<file path="src/hw/fdh_pkg.sv">
package fdh_pkg;

  localparam int        ADDR_W         = 16;
  localparam int        DATA_W         = 16;
  localparam int        RESET_CYCLES   = 8;
  localparam logic [7:0] RESET_CYCLES_C = 8'h08;
  localparam int        SETUP_CYCLES   = 2;
  localparam logic [3:0] SETUP_C        = 4'h2;
  localparam int        STROBE_CYCLES  = 4;
  localparam logic [3:0] STROBE_C       = 4'h4;
  localparam int        HOLD_CYCLES    = 2;
  localparam logic [3:0] HOLD_C         = 4'h2;
  localparam int        SPI_DIV        = 4;
  localparam logic [3:0] SPI_DIV_C      = 4'h4;
  localparam logic [15:0] WIN8K_MASK    = 16'h0FFF;

  typedef enum logic [3:0] {
    ST_RESET,
    ST_WAIT_BUSY,
    ST_IDLE,
    ST_AVD_SETUP,
    ST_AVD_PULSE,
    ST_SETUP,
    ST_STROBE,
    ST_HOLD
  } fdh_state_e;

endpackage : fdh_pkg

</file>
<file path="src/hw/fdh_host.sv">
`timescale 1ns/100ps
`default_nettype none
// How it works
// - Write cycle is chip select and write strobe both low together.
// - Read cycle is chip select and output strobe both low together.
// - In multiplexed mode host drives address bits 16..1 while address valid is low.
// - Host makes that edge after reset release, before any access.
// - Serial transfers are whole bytes, most significant bit first.
// - Host issues no access until busy releases.
module fdh_host
  import fdh_pkg::*;
(
  input  wire logic        core_clk,        // System clock, 50 MHz.
  input  wire logic        reset_n,         // Asynchronous reset, active low.
  input  wire logic        reqValid,        // Pulse: access request.
  input  wire logic        reqWrite,        // Request is a write.
  input  wire logic [15:0] reqAddr,         // Word address bits 16..1.
  input  wire logic [15:0] reqData,         // Write data.
  input  wire logic        cfgMuxMode,      // Use multiplexed address/data.
  input  wire logic        cfgNarrow,       // Only twelve address lines wired.
  input  wire logic        bootRestart,     // Pulse: reassert device reset.
  output logic             reqReady,        // Ready for a request.
  output logic             rspValid,        // Pulse: access finished.
  output logic [15:0]      rspData,         // Read data.
  output logic             devReady,        // Device left busy.
  output logic             devIrq,          // Device interrupt seen.
  output logic             devDmaReq,       // Device DMA request seen.
  output logic             reset_in_n,      // Device reset, active low.
  output logic             chipSel_n,       // Chip select, active low.
  output logic             writeStb_n,      // Write strobe, active low.
  output logic             outStb_n,        // Output strobe, active low.
  output logic             address_valid_n, // Address valid, active low.
  output logic [15:0]      addrOut,         // Address lines 16..1.
  output logic [15:0]      dataOut,         // Data lines, driven value.
  output logic             dataOe,          // High while host drives data.
  input  wire logic [15:0] dataIn,          // Data lines, sampled value.
  input  wire logic        busy_n,          // Device busy, active low.
  input  wire logic        irq_n,           // Device interrupt, active low.
  input  wire logic        dma_request_n,   // Device DMA request, active low.
  input  wire logic        spiStart,        // Pulse: start one serial byte.
  input  wire logic [7:0]  spiTx,           // Serial byte to send.
  input  wire logic        spiCpol,         // Serial clock polarity.
  input  wire logic        spiCpha,         // Serial clock phase.
  input  wire logic        spiMiso,         // Serial data from device.
  output logic             spiSclk,         // Serial clock.
  output logic             spiMosi,         // Serial data to device.
  output logic             spiCs_n,         // Serial select, active low.
  output logic             spiBusy,         // Serial byte in progress.
  output logic             spiDone,         // Pulse: serial byte done.
  output logic [7:0]       spiRx            // Serial byte received.
);

  fdh_state_e state;
  fdh_state_e next_state;
  logic [7:0] cnt;
  logic       muxLatched;
  logic       isWrite;
  logic [15:0] addrHold;
  logic [15:0] dataHold;
  // Marks the mode-select pulse after boot, which carries no access.
  logic       avdInit;

  wire        cntDone    = (cnt == 8'h00);
  wire        accept     = (state == ST_IDLE) && reqValid && !bootRestart;
  wire [15:0] mappedAddr = cfgNarrow ? (reqAddr & WIN8K_MASK) : reqAddr;
  wire        busyDone   = busy_n;

  function automatic logic [7:0] widen(input logic [3:0] v);
    widen = {4'h0, v};
  endfunction : widen

  always_comb begin
    next_state = state;
    case (state)
      ST_RESET:     next_state = cntDone ? ST_WAIT_BUSY : ST_RESET;
      // Wait for busy release before any access.
      ST_WAIT_BUSY: next_state = busyDone ? (muxLatched ? ST_AVD_SETUP : ST_IDLE) : ST_WAIT_BUSY;
      ST_IDLE:      next_state = bootRestart ? ST_RESET :
                                 (reqValid ? (muxLatched ? ST_AVD_SETUP : ST_SETUP) : ST_IDLE);
      ST_AVD_SETUP: next_state = cntDone ? ST_AVD_PULSE : ST_AVD_SETUP;
      ST_AVD_PULSE: next_state = cntDone ? (avdInit ? ST_IDLE : ST_SETUP) : ST_AVD_PULSE;
      ST_SETUP:     next_state = cntDone ? ST_STROBE : ST_SETUP;
      ST_STROBE:    next_state = cntDone ? ST_HOLD : ST_STROBE;
      ST_HOLD:      next_state = cntDone ? ST_IDLE : ST_HOLD;
      default:      next_state = ST_RESET;
    endcase
  end

  always_ff @(posedge core_clk or negedge reset_n) begin
    if (!reset_n) begin
      state <= ST_RESET;
      cnt   <= RESET_CYCLES_C;
    end else begin
      state <= next_state;
      if (next_state != state) begin
        case (next_state)
          ST_RESET:     cnt <= RESET_CYCLES_C;
          ST_AVD_SETUP: cnt <= widen(SETUP_C);
          ST_AVD_PULSE: cnt <= widen(STROBE_C);
          ST_SETUP:     cnt <= widen(SETUP_C);
          ST_STROBE:    cnt <= widen(STROBE_C);
          ST_HOLD:      cnt <= widen(HOLD_C);
          default:      cnt <= 8'h00;
        endcase
      end else if (!cntDone) begin
        cnt <= cnt - 8'h01;
      end
    end
  end

  // Mode is captured at reset release and kept until the next reset.
  always_ff @(posedge core_clk or negedge reset_n) begin
    if (!reset_n) begin
      muxLatched <= 1'b0;
    end else if (state == ST_RESET) begin
      muxLatched <= cfgMuxMode;
    end
  end

  always_ff @(posedge core_clk or negedge reset_n) begin
    if (!reset_n) begin
      isWrite  <= 1'b0;
      addrHold <= 16'h0000;
      dataHold <= 16'h0000;
      devReady <= 1'b0;
      avdInit  <= 1'b0;
    end else begin
      if (accept) begin
        isWrite  <= reqWrite;
        addrHold <= mappedAddr;
        dataHold <= reqData;
      end
      if (state == ST_RESET || accept) begin
        avdInit <= 1'b0;
      end else if (state == ST_WAIT_BUSY && busyDone && muxLatched) begin
        avdInit <= 1'b1;
      end
      if (state == ST_RESET) begin
        devReady <= 1'b0;
      end else if (state == ST_WAIT_BUSY && busyDone) begin
        devReady <= 1'b1;
      end
    end
  end

  wire inStrobe = (state == ST_STROBE);
  wire inCycle  = (state == ST_SETUP) || inStrobe || (state == ST_HOLD);
  wire inAvd    = (state == ST_AVD_SETUP) || (state == ST_AVD_PULSE);

  always_ff @(posedge core_clk or negedge reset_n) begin
    if (!reset_n) begin
      reset_in_n      <= 1'b0;
      chipSel_n       <= 1'b1;
      writeStb_n      <= 1'b1;
      outStb_n        <= 1'b1;
      address_valid_n <= 1'b1;
      addrOut         <= 16'h0000;
      dataOut         <= 16'h0000;
      dataOe          <= 1'b0;
      rspValid        <= 1'b0;
      rspData         <= 16'h0000;
      reqReady        <= 1'b0;
      devIrq          <= 1'b0;
      devDmaReq       <= 1'b0;
    end else begin
      reset_in_n      <= (next_state != ST_RESET);
      chipSel_n       <= !(next_state == ST_STROBE);
      writeStb_n      <= !(next_state == ST_STROBE && isWrite);
      outStb_n        <= !(next_state == ST_STROBE && !isWrite);
      // Falling address valid edge with address on the shared lines.
      address_valid_n <= !(next_state == ST_AVD_PULSE && devReady);
      addrOut         <= muxLatched ? 16'h0000 : addrHold;
      dataOut         <= (muxLatched && inAvd) ? addrHold : dataHold;
      dataOe          <= (muxLatched && next_state == ST_AVD_PULSE && devReady) ||
                         (isWrite && (next_state == ST_SETUP || next_state == ST_STROBE ||
                                      next_state == ST_HOLD));
      rspValid        <= (state == ST_HOLD) && cntDone;
      if (inStrobe && cntDone && !isWrite) begin
        rspData <= dataIn;
      end
      reqReady        <= (next_state == ST_IDLE) && !inCycle;
      devIrq          <= !irq_n;
      devDmaReq       <= !dma_request_n;
    end
  end

  fdh_spi_master u_spi (
    .core_clk (core_clk),
    .reset_n  (reset_n),
    .start    (spiStart),
    .txByte   (spiTx),
    .cpol     (spiCpol),
    .cpha     (spiCpha),
    .spiMiso  (spiMiso),
    .spiSclk  (spiSclk),
    .spiMosi  (spiMosi),
    .spiCs_n  (spiCs_n),
    .busy     (spiBusy),
    .done     (spiDone),
    .rxByte   (spiRx)
  );

endmodule : fdh_host
`default_nettype wire

</file>
<file path="src/hw/fdh_spi_master.sv">
`timescale 1ns/100ps
`default_nettype none
module fdh_spi_master
  import fdh_pkg::*;
(
  input  wire logic       core_clk,   // System clock.
  input  wire logic       reset_n,    // Asynchronous reset, active low.
  input  wire logic       start,      // Pulse: shift one byte.
  input  wire logic [7:0] txByte,     // Byte to send.
  input  wire logic       cpol,       // Idle clock level.
  input  wire logic       cpha,       // Sample on second edge when high.
  input  wire logic       spiMiso,    // Serial data from device.
  output logic            spiSclk,    // Serial clock to device.
  output logic            spiMosi,    // Serial data to device.
  output logic            spiCs_n,    // Select, active low.
  output logic            busy,       // Byte in progress.
  output logic            done,       // Pulse: byte finished.
  output logic [7:0]      rxByte      // Received byte.
);

  logic [3:0] divCnt;
  logic [4:0] edgeCnt;
  logic [7:0] txShift;
  wire        tick        = busy && (divCnt == SPI_DIV_C - 4'h1);
  wire        leadingEdge = !edgeCnt[0];
  wire        sampleEdge  = (leadingEdge != cpha);
  wire        lastEdge    = (edgeCnt == 5'h0F);

  // Each byte is sixteen clock edges, most significant bit first.
  always_ff @(posedge core_clk or negedge reset_n) begin
    if (!reset_n) begin
      divCnt  <= 4'h0;
      edgeCnt <= 5'h00;
      txShift <= 8'h00;
      rxByte  <= 8'h00;
      spiSclk <= 1'b0;
      spiMosi <= 1'b0;
      spiCs_n <= 1'b1;
      busy    <= 1'b0;
      done    <= 1'b0;
    end else begin
      done <= 1'b0;
      if (!busy) begin
        spiSclk <= cpol;
        if (start) begin
          busy    <= 1'b1;
          spiCs_n <= 1'b0;
          divCnt  <= 4'h0;
          edgeCnt <= 5'h00;
          txShift <= cpha ? txByte : {txByte[6:0], 1'b0};
          spiMosi <= txByte[7];
        end else begin
          spiCs_n <= 1'b1;
        end
      end else begin
        divCnt <= tick ? 4'h0 : divCnt + 4'h1;
        if (tick) begin
          spiSclk <= ~spiSclk;
          edgeCnt <= edgeCnt + 5'h01;
          if (sampleEdge) begin
            rxByte <= {rxByte[6:0], spiMiso};
          end else begin
            spiMosi <= txShift[7];
            txShift <= {txShift[6:0], 1'b0};
          end
          if (lastEdge) begin
            busy <= 1'b0;
            done <= 1'b1;
          end
        end
      end
    end
  end

endmodule : fdh_spi_master
`default_nettype wire

</file>
<file path="config.mk">
export PLATFORM = sky130hd
export DESIGN_NAME = fdh_host
export DESIGN_NICKNAME = d
export VERILOG_FILES = /design/src/hw/fdh_pkg.sv /design/src/hw/fdh_host.sv /design/src/hw/fdh_spi_master.sv
export SDC_FILE = /design/constraint.sdc
export NUM_CORES = 1
export LEC_CHECK = 0
export ABC_AREA = 1
export BUFFER_PORTS_ARGS = -buffer_cell sky130_fd_sc_hd__buf_4
export CAP_MARGIN = 15
export CORE_MARGIN = 2
export CORE_UTILIZATION = 53
export CTS_CLUSTER_DIAMETER = 50
export DETAILED_ROUTE_END_ITERATION = 12
export PLACE_DENSITY = 0.85
export SKIP_LAST_GASP = 1
export SLEW_MARGIN = 20
export SYNTH_ARGS = -nofsm -noshare
export SYNTH_HDL_FRONTEND = slang
export SYNTH_SLANG_ARGS = --single-unit
</file>
<file path="constraint.sdc">
create_clock -name core_clk -period 2.6 [get_ports core_clk]
set_input_delay 0 -clock core_clk [delete_from_list [all_inputs] [get_ports core_clk]]
set_output_delay 0 -clock core_clk [all_outputs]
set_load 0.005 [all_outputs]
</file>
==> results.cfg, run 1 <==
[synth]
syn_avg_cell_area_sq_um = 9.776
ys_warn_count = 0
ys.flop_type = dfrtp_1
ys_seq_area_share_pct = 59.41
synthCells = 583
syn_nets = 657
async_reset_ff_share_pct = 100.0
synth_area_sq_um = 5699
synth-edff-count = 0
ys_types = 44
yosys_register_bits = 135

[clocking]
root_buffer = clkbuf_8
cts.sinks = 135
htree_levels = 4
worstSkewPairLatency_ns = 0.52
numCtsBuffers = 17
clk_pin_slew_ns = 0.06
clock_path_buffers = 2
cts_tree = done

[cells_and_area]
final_util_pct = 79.50
final_nets = 876
num-fill-cells = 607
syn_to_final_growth_pct = 44.65
drive_gt1_share_pct = 30.06

[global_routing]
grt_usage_pct = 28.02
grt_max_degree = 70
grt_pass1_vias = 5092
grt_pass1_wl_mm = 24.65
antenna_found_initial = 2
grt_overflow = 0

[power]
pwr-share-clk_pct = 26.8
pwr-share-seq_pct = 37.8
power.leakage_uw = 0.004124
power_switching_uw = 3270
p_int_uw = 5975
pwr-share-comb_pct = 35.4
sw_frac_of_total_pct = 35.37
power.density_nw_per_um2 = 1121
peakVddDrop_v = 0.0007683

[timing]
slew_headroom_pct = 58.14
clock.fmax_mhz = 443.4
min_period_ns = 2.255
setup_viol = 0
tightest_slew_ns = 0.6278
fin_setup_tns_ns = 0
report.final.slew_viol_count = 0
min_period_over_period_pct = 86.74
grt_setup_unrepaired = no
fin_skew_ns = 0.009381
hold_viol_final = 0

[worst_setup_path]
required_ns = 3.00
arrival_ns = 2.65
crit_fanout = 16
end_kind = flop
start_kind = flop
crit_type = reg -> reg

[die]
dieHeight_um = 107.7
io_pins = 142
rows = 37
core_area_sq_um = 10370
start_util_pct = 54.96
chipWidth_um = 107.7
die-area_sq_um = 11600

[routing]
ant_nets = 0
post_drt_wl_per_cell_um = 16.29
first_pass_iters = 5
first_iter_violations = 452
drt_wl_total_mm = 15.53
routed_via_density = 5.275
num_vias = 5027
drc = 0

[place]
place_congestion = 0.9137
port_buffers = 141
dp_hpwl_mm = 8.952

[run_status]
status = finished, final reports clean

[run]
max_cap_viol_count = 0

[worst_hold_path]
hold_class = in -> reg
through the flow:
stage	std cells	setup slack [ns]	cell area (sq um)	hold WS, ns	power, uW
after floorplan	583	0.7205	5699	-0.2956	5276
after global placement	846	0.5000	6899	0.03198	6356
after detailed placement	846	0.3943	6899	0.04599	6542
after CTS	951	0.3754	8239	0.01116	9175
after global routing	953	0.1619	8244	0.06127	9809
final	953	0.3448	8244	0.03148	9245
timing repair:
| action | CTS | global route |
|---|---|---|
| hold buffers | 73 | 0 |
| gates resized for setup | 0 | 0 |
| hold endpoints to repair | 138 | 0 |
| setup buffers | 0 | 0 |
cells in the final DEF, fill, tap and decap left out, types with 4 or more instances in the layout:
cell type / Yosys / routed
clkbuf_16: 0 / 16
nand2_4: 6 / 6
o211ai_1: 5 / 5
nand4_1: 7 / 7
inv_2: 7 / 7
o21ai_0: 54 / 53
xor2_1: 4 / 4
dfrtp_1: 129 / 129
nor2_1: 51 / 51
ha_1: 4 / 4
mux2_2: 19 / 19
buf_4: 1 / 146
nand3_2: 5 / 5
bufinv_16: 0 / 4
nand2_1: 132 / 132
clkinv_2: 0 / 5
dfstp_2: 6 / 6
nor2_2: 9 / 8
a21oi_1: 14 / 14
nand3_1: 18 / 18
dlygate4sd3_1: 0 / 73
inv_1: 57 / 57
nor2_4: 4 / 5
worst max-delay path, cell delays in order (launching register included):
cell and delay [ns]:
dfrtp_1 0.36, inv_1 0.13, ha_1 0.24, nand2_1 0.15
nor2_8 0.28, nand2_1 0.16, nor2_4 0.40, mux2_2 0.41
cells in the mapped netlist (5+ instances only):
cell type  count  area (sq um)
a21oi_1       14         70.07
buf_2          7         35.03
clkbuf_1       9         33.78
dfrtp_1      129          3228
dfstp_2        6         157.7
inv_1         57         214.0
inv_2          7         26.28
mux2_2        19         214.0
nand2_1      132         495.5
nand2_4        6         67.56
nand3_1       18         90.09
nand3_2        5         50.05
nand4_1        7         43.79
nor2_1        51         191.4
nor2_2         9         56.30
o211ai_1       5         37.54
o21ai_0       54         270.3
sequential cells by signal, summed over array words and instances, names as in the netlist, 3 cells and up:
name and flops:
state 3, u_spi.rxByte 8, addrOut 16, dataHold 16, dataOut 16, addrHold 16
rspData 16, u_spi.divCnt 4, u_spi.txShift 8, u_spi.edgeCnt 5, cnt 8
final cells by class:
| type | count | area [sq um] | area share [%] |
|---|---|---|---|
| repair buffers | 221 | 1858 | 22.54 |
| multi-input cells | 361 | 1963 | 23.81 |
| clock inverters | 13 | 177.7 | 2.155 |
| inverters | 66 | 252.7 | 3.066 |
| diodes | 2 | 5.005 | 0.06071 |
| well taps | 136 | 170.2 | 2.064 |
| flip-flops and latches | 135 | 3386 | 41.07 |
| clock buffers | 19 | 431.7 | 5.236 |
path summary, 6_finish.rpt:
| path | to | startpoint | depth (start not counted) | slack, ns |
|---|---|---|---|---|
| worst min register to register | dataHold[9]$_DFFE_PN0P_ | dataHold[9]$_DFFE_PN0P_ | 2 | 0.47 |
| min in group asynchronous | u_spi.txShift[7]$_DFFE_PN0P_ | reset_n | 2 | 0.04 |
| worst min-delay path | u_spi.txShift[3]$_DFFE_PN0P_ | spiCpha | 5 | 0.03 |
| worst max-delay path | rspData[5]$_DFFE_PN0P_ | cnt[0]$_DFFE_PN0P_ | 7 | 0.34 |
| worst max register to register | rspData[5]$_DFFE_PN0P_ | cnt[0]$_DFFE_PN0P_ | 7 | 0.34 |
| max in group asynchronous | cnt[3]$_DFFE_PN1P_ | reset_n | 3 | 1.74 |
logic make-up after synthesis:
group,after synthesis,synth area share (%)
compound gates,86,8.321
xor+xnor,7,1.076
fa+ha+maj,4,0.8782
buf+inv,87,6.301
flops,135,59.41
mux,22,4.325
simple gates,242,19.69
power by group through the flow:
stage / sequential (uW) / combinational (uW) / clock (uW)
floorplan: 3400 / 1880 / 0
global placement: 3450 / 2910 / 0
detailed placement: 3480 / 3060 / 0
CTS: 3470 / 3210 / 2490
global route: 3580 / 3630 / 2600
finish: 3490 / 3270 / 2480
metal layers:
layer | vias to the layer above | GRT usage [%] | wire [um]
met4 | 0 | 13.28 | 590
met2 | 211 | 49.55 | 8267
met3 | 53 | 6.659 | 763
met5 | - | 0 | 0
met1 | 2457 | 31.81 | 5907
li1 | 2306 | - | -
(Power assumes the default switching activity.)
==> run 2: changes to the inputs <==
--- a/config.mk
+++ b/config.mk
@@ -5,14 +5,14 @@
 export SDC_FILE = /design/constraint.sdc
 export NUM_CORES = 1
 export LEC_CHECK = 0
-export ABC_AREA = 1
 export BUFFER_PORTS_ARGS = -buffer_cell sky130_fd_sc_hd__buf_4
 export CAP_MARGIN = 15
 export CORE_MARGIN = 2
 export CORE_UTILIZATION = 53
 export CTS_CLUSTER_DIAMETER = 50
 export DETAILED_ROUTE_END_ITERATION = 12
-export PLACE_DENSITY = 0.85
+export PLACE_DENSITY = 0.84
+export SETUP_SLACK_MARGIN = 0.05
 export SKIP_LAST_GASP = 1
 export SLEW_MARGIN = 20
 export SYNTH_ARGS = -nofsm -noshare
==> results.cfg, run 2 <==
[timing]
clock.fmax_mhz = 394.9
min_period_over_period_pct = 97.38
grt_setup_unrepaired = yes
fin_skew_ns = 0.006579
slew_headroom_pct = 53.99
tightest_slew_ns = 0.6880
hold_viol_final = 0
fin_setup_tns_ns = 0
hold_slack_ns = 0.02110
setup_viol = 0
report.final.slew_viol_count = 0
min_period_ns = 2.532

[synth]
synth_top_cell_by_area = dfrtp_1
synth_area_sq_um = 5749
syn_avg_cell_area_sq_um = 12.47
synth-edff-count = 0
ys_warn_count = 0
ys_seq_area_share_pct = 58.89
synthTopCellsByCount = dfrtp_1, mux2_2, nand2_1
synth-simple-area-share_pct = 12.01
yosysTopAreaCellShare_pct = 56.15
syn_nets = 535
synth_fa_ha_area_share_pct = 0.8705
synth_top_cells_by_area = dfrtp_1, mux2_2, dfstp_2
synth-xor-area-share_pct = 1.828
ys_types = 57
synth.most_common_cell = dfrtp_1
synth_mux_area_share_pct = 16.50
synth_top_family_by_area = multiplexers
async_reset_ff_share_pct = 100.0
synthCells = 461
yosys_register_bits = 135
ys.flop_type = dfrtp_1
synth-compound-area-share_pct = 7.095

[global_routing]
antenna_found_initial = 0
grt_overflow = 0
grt_pass1_wl_mm = 23.00
grt_usage_pct = 26.00
grt_pass1_vias = 4676
grt_max_degree = 76

[power]
peakVddDrop_v = 0.0006377
power.leakage_uw = 0.004056
power.density_nw_per_um2 = 1105
pwr-share-seq_pct = 39.4
p_int_uw = 6260
power_switching_uw = 2907
pwr-share-comb_pct = 34.8
pwr-share-clk_pct = 25.8
sw_frac_of_total_pct = 31.71

[worst_hold_path]
hold_class = in -> async

[worst_setup_path]
end_kind = flop
r2r_cells = 8
rr_startpoint = cnt[0]$_DFFE_PN0P_
arrival_ns = 2.92
required_ns = 2.98
crit_type = reg -> reg
rr_endpoint = cnt[1]$_DFFE_PN0P_
start_kind = flop
crit_fanout = 9
rrSetupSlack_ns = 0.07

[cells_and_area]
final_nets = 755
drive_gt1_share_pct = 39.63
seq_area_sq_um = 3386
final_cell_mix = buf_4, dfrtp_1, dlygate4sd3_1, mux2_2, nand2_1
layout_commonest_cell = buf_4
num-fill-cells = 659
syn_to_final_growth_pct = 44.24
insertedDiodeCount = 0
multi_input_area_sq_um = 2218

[clocking]
cts.sinks = 135
root_buffer = clkbuf_8
clock_path_buffers = 2
cts_setup_buffers = 0
clk_pin_slew_ns = 0.06
cts_tree = done
htree_levels = 4
numCtsBuffers = 17
worstSkewPairLatency_ns = 0.52

[die]
chipWidth_um = 108.2
die-area_sq_um = 11700
rows = 38
io_pins = 142
dieHeight_um = 108.2
start_util_pct = 53.74
core_area_sq_um = 10700

[run]
max_cap_viol_count = 0

[routing]
first_iter_violations = 192
ant_nets = 0
num_vias = 4399
routed_via_density = 5.275
drc = 0
drt_wl_total_mm = 14.68
post_drt_wl_per_cell_um = 17.60
first_pass_iters = 5

[place]
dp_hpwl_mm = 8.695
place_congestion = 0.9054
port_buffers = 141

[run_status]
status = finished, final reports clean
-- run 2: changes by cell type after synthesis, moves of 18 or more --
cell,change
o21ai_0,-29
inv_1,-46
nor2b_1,+18
mux2_2,+43
nand2_1,-97
nor2_1,-28
-- run 2: through the flow --
stage          util (%)  cell area [sq um]  setup slack (ns)  power [uW]  std cells
6_report          77.52               8293           0.06800        9166        834
5_1_grt           77.52               8293          -0.03662        9688        834
4_1_cts           77.40               8280           0.06131        9119        834
3_5_place_dp      65.08               6962           0.09352        6615        729
3_3_place_gp      65.08               6962            0.2626        6416        729
2_1_floorplan         -               5749            0.3782        5254        461
-- run 2: worst max path at each step --
stage,cells after the start,to,slack (ns),from
final,8,cnt[1]$_DFFE_PN0P_,0.07,cnt[0]$_DFFE_PN0P_
after global routing,8,cnt[1]$_DFFE_PN0P_,-0.04,cnt[0]$_DFFE_PN0P_
after CTS,8,cnt[1]$_DFFE_PN0P_,0.06,cnt[0]$_DFFE_PN0P_
after detailed placement,8,cnt[1]$_DFFE_PN0P_,0.09,cnt[0]$_DFFE_PN0P_
after global placement,8,cnt[1]$_DFFE_PN0P_,0.26,cnt[0]$_DFFE_PN0P_
after floorplan,8,rspData[10]$_DFFE_PN0P_,0.38,cnt[0]$_DFFE_PN0P_
-- run 2: layer usage --
layer	part of all wire [%]	track usage, %	up-vias
li1	-	-	2038
met1	38	29.66	2155
met2	53	45.24	171
met3	7.4	8.198	35
met4	2.4	10.81	0
met5	0	0	-
-- run 2: final cells by class --
type	count	area share, %
well taps	140	2.112
clock buffers	20	5.250
multi-input cells	291	26.75
clock inverters	12	1.841
repair buffers	224	22.68
flip-flops and latches	135	40.83
inverters	12	0.5432
-- run 2: critical path: stages, from the launching register on --
cell       delay [ns]
dfrtp_1          0.38
inv_1            0.09
ha_1             0.23
nor4b_4          0.41
nand2_2          0.25
a2111oi_1        0.60
a211o_1          0.24
a211o_1          0.11
o311ai_1         0.08
-- run 2: kinds of logic after synthesis --
logic type	Yosys count
flops	135
mux	82
simple gates	129
buf+inv	35
fa+ha+maj	4
xor+xnor	12
compound gates	64
-- run 2: what timing repair did --
| action | in CTS | in global routing |
|---|---|---|
| hold endpoints to repair | 206 | 0 |
| hold buffers | 73 | 0 |
| endpoints found under the setup margin | 0 | 11 |
| resized for setup | 0 | 2 |
-- run 2: power groups by stage --
stage          combinational, uW  sequential [uW]  clock [uW]
2_1_floorplan               1760             3490           0
3_3_place_gp                2880             3540           0
3_5_place_dp                3010             3600           0
4_1_cts                     3140             3580        2400
5_1_grt                     3470             3710        2510
6_report                    3190             3610        2370
==> run 3: changes to the inputs <==
--- a/config.mk
+++ b/config.mk
@@ -5,12 +5,12 @@
 export SDC_FILE = /design/constraint.sdc
 export NUM_CORES = 1
 export LEC_CHECK = 0
-export BUFFER_PORTS_ARGS = -buffer_cell sky130_fd_sc_hd__buf_4
 export CAP_MARGIN = 15
 export CORE_MARGIN = 2
-export CORE_UTILIZATION = 53
+export CORE_UTILIZATION = 63
 export CTS_CLUSTER_DIAMETER = 50
 export DETAILED_ROUTE_END_ITERATION = 12
+export DONT_BUFFER_PORTS = 1
 export PLACE_DENSITY = 0.84
 export SETUP_SLACK_MARGIN = 0.05
 export SKIP_LAST_GASP = 1
==> results.cfg, run 3 (same netlist as run 2, synthesis figures left out) <==
[run_status]
status = complete, but fails checks
violations = hold timing

[worst_setup_path]
required_ns = 3.04
r2r_cells = 8
crit_type = reg -> reg
rrSetupSlack_ns = 0.25
end_kind = flop
rr_startpoint = cnt[0]$_DFFE_PN0P_
arrival_ns = 2.78
rr_endpoint = cnt[2]$_DFFE_PN0P_
start_kind = flop
crit_fanout = 9

[clocking]
hold_buffers = 79
clk_pin_slew_ns = 0.06
htree_levels = 4
numCtsBuffers = 17
cts.sinks = 135
clock_path_buffers = 2
root_buffer = clkbuf_8
cts_tree = done
cts_setup_buffers = 0
worstSkewPairLatency_ns = 0.52

[timing]
tightest_slew_ns = 0.4921
grt_setup_unrepaired = no
min_period_ns = 2.347
hold_viol_final = 135
fin_setup_tns_ns = 0
min_period_over_period_pct = 90.27
setup_viol = 0
fin_skew_ns = 0.01070
clock.fmax_mhz = 426.1
report.final.slew_viol_count = 0
slew_headroom_pct = 66.73
hold_slack_ns = -0.8213

[cells_and_area]
final_cell_mix = dfrtp_1, dlygate4sd3_1, mux2_2, nand2_1, o21ai_0
insertedDiodeCount = 0
multi_input_area_sq_um = 2208
fin_cells = 669
drive_gt1_share_pct = 24.24
syn_to_final_growth_pct = 26.12
final_nets = 622
final_util_pct = 82.34
layout_commonest_cell = dfrtp_1
num-fill-cells = 461
final_cell_area_sq_um = 7251
seq_area_sq_um = 3386

[power]
peakVddDrop_v = 0.0006611
power.density_nw_per_um2 = 1165
power.leakage_uw = 0.003394

[routing]
first_pass_iters = 5
first_iter_violations = 200
post_drt_wl_per_cell_um = 19.71
routed_via_density = 5.810
drt_wl_total_mm = 13.19
num_vias = 3887
ant_nets = 0
drc = 0

[place]
dp.cells = 558
dp_hpwl_mm = 7.667
port_buffers = 0
placed_cell_area_sq_um = 5858
place_congestion = 0.8609

[die]
start_util_pct = 65.29
chipWidth_um = 99.53
die-area_sq_um = 9906
core_area_sq_um = 8806
io_pins = 142
dieHeight_um = 99.53
rows = 34

[global_routing]
antenna_found_initial = 0
grt_overflow = 0
grt_pass1_wl_mm = 21.49
grt_max_degree = 136
grt_usage_pct = 28.28
grt_pass1_vias = 4322

[run]
max_cap_viol_count = 0

[worst_hold_path]
hold_class = in -> async
[run 3: worst max path at each step]
stage                            start                 endpoint
finish              cnt[0]$_DFFE_PN0P_       cnt[2]$_DFFE_PN0P_
global route        cnt[0]$_DFFE_PN0P_       cnt[2]$_DFFE_PN0P_
CTS                 cnt[0]$_DFFE_PN0P_       cnt[2]$_DFFE_PN0P_
detailed placement  cnt[0]$_DFFE_PN0P_       cnt[2]$_DFFE_PN0P_
global placement    cnt[0]$_DFFE_PN0P_       cnt[1]$_DFFE_PN0P_
floorplan           cnt[0]$_DFFE_PN0P_  rspData[10]$_DFFE_PN0P_
[run 3: area by class of cell]
class                      instances  area share [%]
tap                              108           1.864
multi-input combinational        291           30.46
clock inverter                    15           2.502
timing repair buffer              91           12.15
inverter                          12          0.6212
clock buffer                      17           5.712
sequential                       135           46.70
[run 3: worst max-delay path, stage by stage (launching register included)]
cell and delay [ns]:
dfrtp_1 0.37, inv_1 0.09, ha_1 0.23, nor4b_4 0.37
nand2_2 0.25, mux2_2 0.36, a211oi_2 0.29, o21ai_2 0.16
o2bb2ai_1 0.16
[run 3: repair_timing]
| item | CTS | global route |
|---|---|---|
| setup endpoints to repair | 0 | 8 |
| gates resized for setup | 0 | 2 |
| endpoints found under the hold margin | 212 | 135 |
[run 3: metal layers]
layer / global-route usage [%] / vias up / routed length [um] / part of all wire (%)
li1: - / 1777 / - / -
met1: 32.30 / 1942 / 5039 / 38
met2: 49.38 / 145 / 7047 / 53
met3: 9.909 / 23 / 889 / 6.7
met4: 10.12 / 0 / 210 / 1.6
met5: 0 / - / 0 / 0
[run 3: per-stage QoR]
stage	total power, uW	setup slack (ns)
2_1_floorplan	5254	0.3782
3_3_place_gp	5707	0.2881
3_5_place_dp	5850	0.1298
4_1_cts	8424	0.1065
5_1_grt	8947	0.08429
6_report	8444	0.2529
[run 3: report_power, final]
group	internal, uW	leakage, uW	switching (uW)
sequential	3020	0.00172	711
combinational	1210	0.00139	1090
clock	1410	0.000292	1000
total	5640	0.00339	2810
